--- config.mk ---
export PLATFORM = sky130hd
export DESIGN_NAME = psc_i2c_port
export DESIGN_NICKNAME = d
export VERILOG_FILES = /design/src/logic/psc_pkg.sv /design/src/logic/psc_cal_mem.sv /design/src/logic/psc_i2c_port.sv
export VERILOG_INCLUDE_DIRS = /design/src /design/src/logic
export SDC_FILE = /design/constraint.sdc
export NUM_CORES = 1
export LEC_CHECK = 0
export ABC_AREA = 1
export BUFFER_PORTS_ARGS = -buffer_cell sky130_fd_sc_hd__buf_2
export CORE_ASPECT_RATIO = 0.5
export CORE_MARGIN = 5
export CORE_UTILIZATION = 53
export CTS_BUF_LIST = sky130_fd_sc_hd__clkbuf_2
export DETAILED_ROUTE_END_ITERATION = 10
export HOLD_SLACK_MARGIN = 0.15
export PLACE_DENSITY = 0.78
export SYNTH_ARGS = -nofsm -noshare
export SYNTH_HDL_FRONTEND = slang
export SYNTH_SLANG_ARGS = --single-unit
--- constraint.sdc ---
create_clock -name sys_clk -period 4.3 [get_ports sys_clk]
set_input_delay 0.43 -clock sys_clk [delete_from_list [all_inputs] [get_ports sys_clk]]
set_output_delay 0.43 -clock sys_clk [all_outputs]
set_load 0.01 [all_outputs]
--- src/logic/psc_regs.svh ---
// Constants of the pressure sensor command port
`ifndef PSC_REGS_SVH
`define PSC_REGS_SVH
`define PSC_ADDR_HI        6'h3b
`define PSC_CMD_RESET      8'h1e
`define PSC_CMD_RESULT     8'h00
`define PSC_CMD_PRESS_BASE 8'h40
`define PSC_CMD_TEMP_BASE  8'h50
`define PSC_CMD_MEM_BASE   8'ha0
`define PSC_MEM_WORDS      8
`define PSC_MEM_WIDTH      16
`define PSC_RESULT_BITS    24
`define PSC_CONV_US_256    600
`define PSC_CLK_MHZ        40
`endif

--- src/logic/psc_pkg.sv ---
// Types of the pressure sensor command port
package psc_pkg;
    typedef enum logic [6:0] {
        ST_IDLE  = 7'h01,
        ST_ADDR  = 7'h02,
        ST_AACK  = 7'h04,
        ST_CMD   = 7'h08,
        ST_CACK  = 7'h10,
        ST_TX    = 7'h20,
        ST_MACK  = 7'h40
    } psc_state_e;
    typedef struct packed {
        logic sclIn;
        logic sdaIn;
    } psc_pins_s;
    typedef struct packed {
        logic        start;
        logic        isTemp;
        logic [2:0]  ratio;
    } psc_conv_s;
endpackage

--- src/logic/psc_cal_mem.sv ---
// Calibration memory: eight words, registered read port, loaded at reset command
module psc_cal_mem #(
    parameter int WORDS = 8,
    parameter int WIDTH = 16
) (
    input  wire logic                     sys_clk,
    input  wire logic                     srst,
    input  wire logic                     clkEn,
    input  wire logic                     load,
    input  wire logic [WORDS*WIDTH-1:0]   loadData,
    input  wire logic [$clog2(WORDS)-1:0] rdAddr,
    output logic      [WIDTH-1:0]         rdData
);
    logic [WIDTH-1:0] mem_q [WORDS];

    always_ff @(posedge sys_clk) begin
        if (srst) begin
            for (int i = 0; i < WORDS; i++) begin
                mem_q[i] <= '0;
            end
        end else if (clkEn && load) begin
            for (int i = 0; i < WORDS; i++) begin
                mem_q[i] <= loadData[i*WIDTH +: WIDTH];
            end
        end
    end

    always_ff @(posedge sys_clk) begin
        if (srst) begin
            rdData <= '0;
        end else if (clkEn) begin
            rdData <= mem_q[rdAddr];
        end
    end
endmodule

--- src/logic/psc_i2c_port.sv ---
// I2C slave command port of the pressure sensor
`include "psc_regs.svh"
module psc_i2c_port #(
    parameter int CONV_US_256 = `PSC_CONV_US_256,
    parameter int CLK_MHZ     = `PSC_CLK_MHZ
) (
    input  wire logic                  sys_clk,
    input  wire logic                  srst,
    input  wire logic                  clkEn,
    input  wire logic                  sclIn,
    input  wire logic                  sdaIn,
    output logic                       sdaOut,
    output logic                       sdaOe,
    input  wire logic                  address_select_pin,
    input  wire logic [127:0]          calContents,
    output logic                       convStart,
    output logic                       convTemp,
    output logic [2:0]                 oversampling_ratio,
    input  wire logic [23:0]           raw_pressure_value,
    input  wire logic [23:0]           raw_temperature_value,
    output logic                       busy
);
    localparam int CONV_CYC = CONV_US_256 * CLK_MHZ;

    psc_pkg::psc_pins_s  s1_q;
    psc_pkg::psc_pins_s  s2_q;
    psc_pkg::psc_pins_s  s3_q;
    psc_pkg::psc_state_e state_q;
    psc_pkg::psc_conv_s  conv;
    logic [7:0]          shift_q;
    logic [3:0]          bitCnt_q;
    logic                rnw_q;
    logic [23:0]         txData_q;
    logic                memMode_q;
    logic [2:0]          memAddr_q;
    logic                resultValid_q;
    logic                corrupt_q;
    logic [31:0]         convCnt_q;
    logic [1:0]          asel_q;
    logic [15:0]         memWord;
    logic                memLoad_q;
    logic                sclRise;
    logic                sclFall;
    logic                startCond;
    logic                stopCond;
    logic                cmdDone;
    logic                memActive;
    logic [7:0]          cmdByte;

    // Pins pass two flops; third stage used only for edges
    always_ff @(posedge sys_clk) begin
        if (srst) begin
            s1_q <= '1;
            s2_q <= '1;
            s3_q <= '1;
        end else if (clkEn) begin
            s1_q <= '{sclIn: sclIn, sdaIn: sdaIn};
            s2_q <= s1_q;
            s3_q <= s2_q;
        end
    end

    assign sclRise = s2_q.sclIn && !s3_q.sclIn;
    assign sclFall = !s2_q.sclIn && s3_q.sclIn;
    assign startCond = s2_q.sclIn && s3_q.sclIn && !s2_q.sdaIn && s3_q.sdaIn;
    assign stopCond  = s2_q.sclIn && s3_q.sclIn && s2_q.sdaIn && !s3_q.sdaIn;
    assign cmdByte   = {shift_q[6:0], s2_q.sdaIn};
    assign cmdDone   = (state_q == psc_pkg::ST_CMD) && sclRise && (bitCnt_q == 4'd7);
    assign memActive = memMode_q;

    // Strap pin is asynchronous too, so it gets the same two flops
    always_ff @(posedge sys_clk) begin
        if (srst) begin
            asel_q <= 2'b00;
        end else if (clkEn) begin
            asel_q <= {asel_q[0], address_select_pin};
        end
    end

    psc_cal_mem #(
        .WORDS (`PSC_MEM_WORDS),
        .WIDTH (`PSC_MEM_WIDTH)
    ) u_mem (
        .sys_clk  (sys_clk),
        .srst     (srst),
        .clkEn    (clkEn),
        .load     (memLoad_q),
        .loadData (calContents),
        .rdAddr   (memAddr_q),
        .rdData   (memWord)
    );

    // Bus state machine
    always_ff @(posedge sys_clk) begin
        if (srst) begin
            state_q  <= psc_pkg::ST_IDLE;
            bitCnt_q <= '0;
            shift_q  <= '0;
            rnw_q    <= 1'b0;
        end else if (clkEn) begin
            if (startCond) begin
                state_q  <= psc_pkg::ST_ADDR;
                bitCnt_q <= '0;
            end else if (stopCond) begin
                state_q <= psc_pkg::ST_IDLE;
            end else if (sclRise) begin
                unique case (state_q)
                    psc_pkg::ST_IDLE: begin
                        state_q <= psc_pkg::ST_IDLE;
                    end
                    psc_pkg::ST_ADDR, psc_pkg::ST_CMD: begin
                        shift_q  <= cmdByte;
                        bitCnt_q <= bitCnt_q + 4'd1;
                        if (bitCnt_q == 4'd7) begin
                            bitCnt_q <= '0;
                            if (state_q == psc_pkg::ST_CMD) begin
                                state_q <= psc_pkg::ST_CACK;
                            end else if (shift_q[6:0] == {`PSC_ADDR_HI, !asel_q[1]}) begin
                                rnw_q   <= s2_q.sdaIn;
                                state_q <= psc_pkg::ST_AACK;
                            end else begin
                                state_q <= psc_pkg::ST_IDLE;
                            end
                        end
                    end
                    psc_pkg::ST_AACK: begin
                        state_q <= rnw_q ? psc_pkg::ST_TX : psc_pkg::ST_CMD;
                    end
                    psc_pkg::ST_CACK: begin
                        state_q <= psc_pkg::ST_CMD;
                    end
                    psc_pkg::ST_TX: begin
                        bitCnt_q <= bitCnt_q + 4'd1;
                        if (bitCnt_q == 4'd7) begin
                            bitCnt_q <= '0;
                            state_q  <= psc_pkg::ST_MACK;
                        end
                    end
                    // no ack frees a held bus
                    psc_pkg::ST_MACK: begin
                        state_q <= s2_q.sdaIn ? psc_pkg::ST_IDLE : psc_pkg::ST_TX;
                    end
                endcase
            end
        end
    end

    always_ff @(posedge sys_clk) begin
        if (srst) begin
            conv      <= '0;
            memMode_q <= 1'b0;
            memAddr_q <= '0;
            memLoad_q <= 1'b0;
        end else if (clkEn) begin
            conv.start <= 1'b0;
            memLoad_q  <= 1'b0;
            if (cmdDone) begin
                memMode_q <= 1'b0;
                if (cmdByte == `PSC_CMD_RESET) begin
                    memLoad_q <= 1'b1;
                end else if (cmdByte[7:4] == 4'(`PSC_CMD_MEM_BASE >> 4) && !cmdByte[0]) begin
                    memMode_q <= 1'b1;
                    memAddr_q <= cmdByte[3:1];
                end else if ((cmdByte[7:4] == 4'(`PSC_CMD_PRESS_BASE >> 4)
                             || cmdByte[7:4] == 4'(`PSC_CMD_TEMP_BASE >> 4))
                             && !cmdByte[0] && cmdByte[3:1] <= 3'd4) begin
                    conv.start  <= 1'b1;
                    conv.isTemp <= cmdByte[4];
                    conv.ratio  <= cmdByte[3:1];
                end
            end
        end
    end

    // Conversion timer; time scales with the ratio step
    always_ff @(posedge sys_clk) begin
        if (srst) begin
            convCnt_q     <= '0;
            busy          <= 1'b0;
            resultValid_q <= 1'b0;
            corrupt_q     <= 1'b0;
            txData_q      <= '0;
        end else if (clkEn) begin
            if (cmdDone && cmdByte == `PSC_CMD_RESET) begin
                busy          <= 1'b0;
                resultValid_q <= 1'b0;
                convCnt_q     <= '0;
            end else if (conv.start) begin
                busy          <= 1'b1;
                resultValid_q <= 1'b0;
                corrupt_q     <= busy;
                convCnt_q     <= 32'(CONV_CYC << conv.ratio);
            end else if (busy) begin
                convCnt_q <= convCnt_q - 32'd1;
                if (convCnt_q <= 32'd1) begin
                    busy          <= 1'b0;
                    resultValid_q <= !corrupt_q;
                end
            end
            // Load answer once the read address is acknowledged
            if (state_q == psc_pkg::ST_AACK && sclRise && rnw_q) begin
                if (memActive) begin
                    txData_q <= {memWord, 8'h00};
                end else if (resultValid_q && !busy) begin
                    txData_q      <= convTemp ? raw_temperature_value : raw_pressure_value;
                    resultValid_q <= 1'b0;
                end else begin
                    txData_q <= '0;
                    if (busy) begin
                        corrupt_q <= 1'b1;
                    end
                end
            end else if (state_q == psc_pkg::ST_TX && sclRise) begin
                txData_q <= {txData_q[22:0], 1'b0};
            end
        end
    end

    // Output pins and conversion request, all from flops
    always_ff @(posedge sys_clk) begin
        if (srst) begin
            sdaOut             <= 1'b1;
            sdaOe              <= 1'b0;
            convStart          <= 1'b0;
            convTemp           <= 1'b0;
            oversampling_ratio <= '0;
        end else if (clkEn) begin
            convStart <= conv.start;
            if (conv.start) begin
                convTemp           <= conv.isTemp;
                oversampling_ratio <= conv.ratio;
            end
            if (startCond || stopCond) begin
                sdaOe  <= 1'b0;
                sdaOut <= 1'b1;
            end else if (sclFall) begin
                unique case (state_q)
                    psc_pkg::ST_AACK, psc_pkg::ST_CACK: begin
                        sdaOe  <= 1'b1;
                        sdaOut <= 1'b0;
                    end
                    psc_pkg::ST_TX: begin
                        sdaOe  <= !txData_q[23];
                        sdaOut <= 1'b0;
                    end
                    psc_pkg::ST_IDLE, psc_pkg::ST_ADDR, psc_pkg::ST_CMD, psc_pkg::ST_MACK: begin
                        sdaOe  <= 1'b0;
                        sdaOut <= 1'b1;
                    end
                endcase
            end
        end
    end
endmodule

# Yosys cells after proc, flatten, opt, wreduce, memory -nomap -nowiden
# Memories as Yosys holds them, arrays and structs flattened. A register that Yosys moved wholly into a read port is not among the register bits.
# Cells that the tools add are included.
[totals]
ff_bits = 103
ram_bits = 128
inputBits = 182
word_cells = 179
memories = 1
[mem_list]
columns = ["memory", "depth", "width", "rd", "rd_clocked_by_memory_dff", "write_ports", "line_no", "rtl"]
rows = [
  ["u_mem.mem_q", 8, 16, 1, 1, 8, "psc_cal_mem.sv:14", "logic [WIDTH-1:0] mem_q [WORDS];"],
]
[classes]
addsub = 2
magnitude_cmp = 2
eq_ne = 16
n_shift = 1
muxes = 67
bitwise_logic = 13
reduce_logical = 50
[ops]
columns = ["op", "n"]
rows = [
  ["$mux W16", 8],
  ["$mux W24", 5],
  ["$mux W32", 3],
  ["$pmux W7 S6", 1],
  ["$mux W7", 5],
  ["$le A32 B1 Y1 const B", 1],
  ["$shl A15 B3 Y32 const A", 1],
  ["$sub A32 B1 Y32 const B", 1],
  ["$mux W1", 30],
  ["$mux W5", 5],
  ["$mux W4", 5],
  ["$logic_and A1 B1 Y1", 18],
  ["$eq A4 B3 Y1 const B", 3],
  ["$mux W6", 2],
  ["$reduce_and A4 Y1", 3],
  ["$reduce_and A2 Y1", 5],
  ["$reduce_and A5 Y1", 2],
  ["$eq A8 B5 Y1 const B", 1],
  ["$logic_not A1 Y1", 8],
  ["$ne A4 B4 Y1 const B", 2],
  ["$or A1 B1 Y1", 8],
  ["$reduce_and A8 Y1", 1],
  ["$reduce_bool A2 Y1", 4],
  ["$eq A7 B1 Y1 const B", 1],
  ["other kinds (20)", 28],
]

# Logic depth before layout (Yosys ltp)
[logic_depth]
depth_word = 10
mapped_depth = 12
depth_no_buf = 12

# Hierarchy
# Synthesis repeated with hierarchy kept, for this count alone.
[unflattened]
cells_unflattened = 1796
area_unflattened_um2 = 13156.4
[modules_own_cells]
columns = ["module", "n_inst", "cells_per_inst", "area_per_inst_um2", "seq_area_each_um2"]
rows = [
  ["psc_cal_mem", 1, 849, 7274.5, 4164.0],
  ["psc_i2c_port", 1, 947, 5881.9, 2062.0],
]

# Least setup slack after synthesis
# No wires, ideal clock.
[synth_path]
path_kind = "input port to flip-flop"
from = "input srst"
to = "memory u_mem.mem_q[0][0], enable pin"
setup_ns = 1.110
arrival_ns = 3.409
slack_ns = -0.218
stages = 5
cell_sequence = "clkbuf_1 -> inv_1 -> clkbuf_1 -> clkbuf_1 -> nand2_1"
[synth_rtl]
columns = ["item", "line_no", "rtl"]
rows = [
  ["start: declaration", "psc_i2c_port.sv:8", "input wire logic srst,"],
  ["end: declaration", "psc_cal_mem.sv:14", ""],
]

# Final worst setup path
[layout_path]
from = "register convTemp"
to = "register txData_q[17]"
[layout_between]
elab_chain_len = 4
[layout_rtl]
columns = ["item", "line_no", "rtl"]
rows = [
  ["start: declaration", "psc_i2c_port.sv:17", "output logic convTemp,"],
  ["start signal: assignment", "psc_i2c_port.sv:230", "convTemp <= conv.isTemp;"],
  ["$mux W24", "psc_i2c_port.sv:205", "txData_q <= convTemp ? raw_temperature_value : raw_pressure_value;"],
  ["$mux W24", "psc_i2c_port.sv:204", "end else if (resultValid_q && !busy) begin"],
  ["$mux W24", "psc_i2c_port.sv:202", "if (memActive) begin"],
  ["$mux W24", "psc_i2c_port.sv:201", "if (state_q == psc_pkg::ST_AACK && sclRise && rnw_q) begin"],
  ["end signal: assignment", "psc_i2c_port.sv:203", "txData_q <= {memWord, 8'h00};"],
  ["end signal: assignment", "psc_i2c_port.sv:205", ""],
  ["end signal: assignment", "psc_i2c_port.sv:214", "txData_q <= {txData_q[22:0], 1'b0};"],
  ["end: declaration", "psc_i2c_port.sv:33", "logic [23:0] txData_q;"],
]
# Every way passes these cells.
# A chain may end at the register's enable or synchronous reset.

==> impl.org <==
** Timing
- Static timing analysis puts the maximum clock frequency at 340 MHz.
- Unrepaired setup endpoints after global routing :: false
- Subtracting the final worst setup slack from the clock period gives 2.94 ns.
- Of the available clock period, the critical path in the final layout requires 68.3%.
- Worst slew margin relative to its limit :: 25.5%
- The max-slew violation count came to 0.
- Final number of hold-violating endpoints :: 0
- At the pin with the least slew margin, the transition time is 1.12 ns.
- Setup violations remaining at the end of the flow were counted as 0.
- Setup TNS :: 0 ns
- For the final database, setup skew stands at 0.0929 ns.

** CTS
- Num Clock Sinks :: 247
- In this run, post-CTS repair resized a total of 0 instances.
- After clock tree synthesis, the clock-pin slew on the worst setup and hold paths is 0.13 ns.
- Clock tree synthesis inserted a total of 54 buffers.
- Number of H-tree levels :: 2
- Clock insertion delay at the later pin of the skew report :: 0.91 ns
- Cell chosen for the clock root :: sky130_fd_sc_hd__clkbuf_2
- Counting along the longest clock path gives a buffer depth of 3.
- TritonCTS built the clock tree.

** Setup path
- Signal arrival time at the worst endpoint :: 3.66 ns
- Worst-case reg-to-reg path depth :: 6
- Startpoint Class :: flop
- Data on the critical path is required at its endpoint by 5.02 ns.
- Highest net fanout along the worst path :: 33
- Reg2Reg Launch Point :: convTemp
- CP endpoint kind :: flop
- The endpoint identified for the worst register-to-register timing path is txData_q[17].
- The setup check on the worst reg-to-reg path leaves a slack of 1.36 ns.
- Critical path start-end classification :: flop to flop

** Synth
- The synthesized netlist contains 41 unique library cells.
- The synthesized design contains 128 enable-type register cells.
- Library cell occupying the most area in the post-synthesis netlist :: sky130_fd_sc_hd__edfxtp_1
- Sequential elements use 51.1% of the synthesized area.
- FF+latch count, synth :: 247
- Net Count, Synth :: 1,758
- In the synthesized netlist, the number of instances is 1,573.
- Yosys printed 0 warnings.
- After synthesis, the cell types taking the most area are sky130_fd_sc_hd__edfxtp_1 32%, sky130_fd_sc_hd__dfxtp_1 20%, sky130_fd_sc_hd__nor2_1 9.7%, sky130_fd_sc_hd__nand2_1 7.3%, sky130_fd_sc_hd__o21ai_0 6.6%.
- Synthesized area per cell :: 7.75 µm²
- Mapped Area :: 12,200 µm²
- Most frequently used flop master after synthesis :: sky130_fd_sc_hd__edfxtp_1
- Share of async-settable or async-resettable flops after synthesis :: 0%
- Portion of synthesized cell area occupied by the leading cell type :: 31.5%

** Drt
- First-iteration detailed-routing DRC count :: 1,241
- Overall routed net length :: 36,900 µm
- Via count :: 12,164
- Count of TritonRoute iterations in the first routing pass :: 6
- Dividing the detail-routed wire length by the instance count gives 16.2 µm.
- In the routed design, unresolved DRC markers number 0.
- The count of nets left with antenna violations once routing finished came out at 0.
- Vias/cell :: 5.33

** Worst hold path
- The startpoint identified for the worst hold timing path is srst.
- End point of the most critical hold path :: txData_q[0]
- The min-delay analysis places its worst path in the category primary input to flop.
- Counting instances, the worst hold path has a depth of 3.

** Global routing
- The via count of the first global-routing pass came to 11,804.
- Sum of overflow across all layers after global routing :: 0
- Global routing consumed, over all layers together, 27.3% of the routing resources.
- Pin count of the biggest net entering global routing :: 97
- The number of antenna violations at the first check in global routing came to 1.
- First-pass GRT wire length :: 58,200 µm

** Die
- The die covers 26,300 µm².
- In this run the standard cell core region covers 22,700 µm².
- Die Height :: 117 µm
- Number of primary I/O pins :: 190
- Once the floorplan was initialized, standard cells occupied 53.6% of the core.
- Rows :: 39
- Overall die width :: 224 µm

** Layout
- In the final layout, the share of cells above drive strength 1 is 16.0%.
- In the final layout, the multi-input gates occupy 4840 µm².
- Register Area :: 6230 µm²
- Area growth from synthesis to layout :: 27.8%
- After the last flow step, the layout net total stands at 2,113.
- Layout filler cell count :: 1,792

** Place
- GP Congestion :: 0.891
- The HPWL after detailed placement is 21,300 µm.
- IO Port Bufs :: 189

** Power
- Summing internal, switching and leakage power gives 0.00453 W.
- Across the VDD grid, the largest voltage drop is 0.184 mV.
- Leakage :: 7.08 nW
- For this design the ratio of total power to cell area is 290 nW/µm².

** Job
- Max-cap violations :: 0

** Outcome
- The flow ran to the end, and the final reports show no timing, DRC or antenna violations.
==> flip-flops by register name, indices dropped and copies added (netlist names), 2 cells and up <==
signal and flops:
u_mem.mem_q 128, convCnt_q 32, txData_q 24, u_mem.rdData 16, shift_q 7, state_q 7
conv 5, bitCnt_q 4, memAddr_q 3, oversampling_ratio 3, asel_q 2, s1_q 2
s3_q 2
==> worst max-delay path, stage by stage (launching register included) <==
cell and delay [ns]:
sky130_fd_sc_hd__dfxtp_1 1.08, sky130_fd_sc_hd__inv_1 0.55, sky130_fd_sc_hd__nand2_1 0.18, sky130_fd_sc_hd__a21oi_1 0.08
sky130_fd_sc_hd__dlygate4sd3_1 0.60, sky130_fd_sc_hd__nor3_1 0.25, sky130_fd_sc_hd__nor2_1 0.07
==> final cells by class <==
cell class                      count  area share [%]
Clock inverter                     20           0.586
Timing Repair Buffer              378            18.2
Sequential cell                   247            40.0
Multi-Input combinational cell   1033            31.0
Antenna cell                        1          0.0161
Inverter                          214            5.16
Clock buffer                       81            2.60
Tap cell                          307            2.46
==> synth_stat cells (7+ instances only) <==
master	instances
sky130_fd_sc_hd__dfxtp_1	119
sky130_fd_sc_hd__o22ai_1	17
sky130_fd_sc_hd__buf_2	15
sky130_fd_sc_hd__nand3b_1	8
sky130_fd_sc_hd__nand3_1	73
sky130_fd_sc_hd__nor2_1	315
sky130_fd_sc_hd__nor2_2	7
sky130_fd_sc_hd__o2111ai_1	7
sky130_fd_sc_hd__nand2_1	236
sky130_fd_sc_hd__o21ai_0	160
sky130_fd_sc_hd__inv_1	206
sky130_fd_sc_hd__inv_2	7
sky130_fd_sc_hd__clkbuf_1	55
sky130_fd_sc_hd__nor3_1	20
sky130_fd_sc_hd__edfxtp_1	128
sky130_fd_sc_hd__xor2_1	9
sky130_fd_sc_hd__nand4_1	7
sky130_fd_sc_hd__a21oi_1	116
sky130_fd_sc_hd__o221ai_1	16
==> metal layers <==
metal	part of all wire, %	global-route usage, %
met1	40	33.3
met2	49	47.6
met3	7.0	5.48
met4	4.2	13.1
met5	0	0
==> cells by family (layout without fill, tap and decap cells) <==
group / after synthesis / after routing / synth area share (%)
simple gates: 686 / 686 / 23.6
compound gates: 331 / 331 / 14.6
buf+inv: 293 / 693 / 9.43
flops: 247 / 247 / 51.1
xor+xnor: 11 / 11 / 0.790
fa+ha+maj: 3 / 3 / 0.308
mux: 2 / 2 / 0.164
other cells: 0 / 1 / 0
==> cell usage in the layout (no fill, tap or decap), types with 2 or more instances in the layout <==
cell and instances:
sky130_fd_sc_hd__nor2_1 315, sky130_fd_sc_hd__nand2_1 235, sky130_fd_sc_hd__inv_1 205, sky130_fd_sc_hd__buf_2 189
sky130_fd_sc_hd__dlygate4sd3_1 182, sky130_fd_sc_hd__o21ai_0 160, sky130_fd_sc_hd__edfxtp_1 128, sky130_fd_sc_hd__dfxtp_1 118
sky130_fd_sc_hd__a21oi_1 116, sky130_fd_sc_hd__clkbuf_2 81, sky130_fd_sc_hd__nand3_1 72, sky130_fd_sc_hd__nor3_1 20
sky130_fd_sc_hd__o22ai_1 17, sky130_fd_sc_hd__o221ai_1 16, sky130_fd_sc_hd__clkinv_1 15, sky130_fd_sc_hd__xor2_1 9
sky130_fd_sc_hd__inv_2 8, sky130_fd_sc_hd__nand3b_1 8, sky130_fd_sc_hd__nor2_2 7, sky130_fd_sc_hd__o2111ai_1 7
sky130_fd_sc_hd__nand4_1 7, sky130_fd_sc_hd__o21ai_1 6, sky130_fd_sc_hd__buf_4 6, sky130_fd_sc_hd__nand3_2 4
sky130_fd_sc_hd__nor2_4 4, sky130_fd_sc_hd__o211ai_1 4, sky130_fd_sc_hd__clkinv_2 3, sky130_fd_sc_hd__and2_1 3
sky130_fd_sc_hd__ha_1 3, sky130_fd_sc_hd__nand2_4 2, sky130_fd_sc_hd__mux2i_1 2, sky130_fd_sc_hd__nand4_2 2
sky130_fd_sc_hd__nor3_2 2, sky130_fd_sc_hd__o21bai_1 2, sky130_fd_sc_hd__a31oi_1 2, sky130_fd_sc_hd__xnor2_1 2
==> per-stage QoR <==
| stage | cells | worst slack, ns | utilization, % | instance area (µm²) | hold slack, ns |
|---|---|---|---|---|---|
| 2_1_floorplan | 1573 | 1.07 | - | 12200 | 0.420 |
| 3_3_place_gp | 1997 | 1.56 | 58.3 | 13300 | 0.442 |
| 3_5_place_dp | 1997 | 1.51 | 58.3 | 13300 | 0.445 |
| 4_1_cts | 2280 | 1.57 | 68.5 | 15600 | 0.210 |
| 5_1_grt | 2281 | 1.10 | 68.5 | 15600 | 0.270 |
| 6_report | 2281 | 1.36 | 68.5 | 15600 | 0.293 |
==> power breakdown <==
group          internal (W)  switching, W
registers           0.00257     0.0000364
logic              0.000210      0.000217
clock network      0.000514      0.000980
==> worst max-delay path by stage <==
| stage | cells past startpoint | end | from | slack (ns) |
|---|---|---|---|---|
| after floorplan | 5 | u_mem.mem_q[0][0] | srst | 1.07 |
| after global placement | 9 | convCnt_q[22] | clkEn | 1.56 |
| after detailed placement | 9 | convCnt_q[22] | clkEn | 1.51 |
| after CTS | 6 | txData_q[17] | convTemp | 1.57 |
| after global routing | 6 | txData_q[17] | convTemp | 1.10 |
| final | 6 | txData_q[17] | convTemp | 1.36 |
==> timing repair <==
| action | 4_1_cts | 5_1_grt |
|---|---|---|
| endpoints found under the hold margin | 172 | 0 |
| setup buffers | 0 | 0 |
| hold buffers | 182 | 0 |
| setup endpoints to repair | 0 | 0 |
No activity file was read; power rests on OpenSTA's default activity.
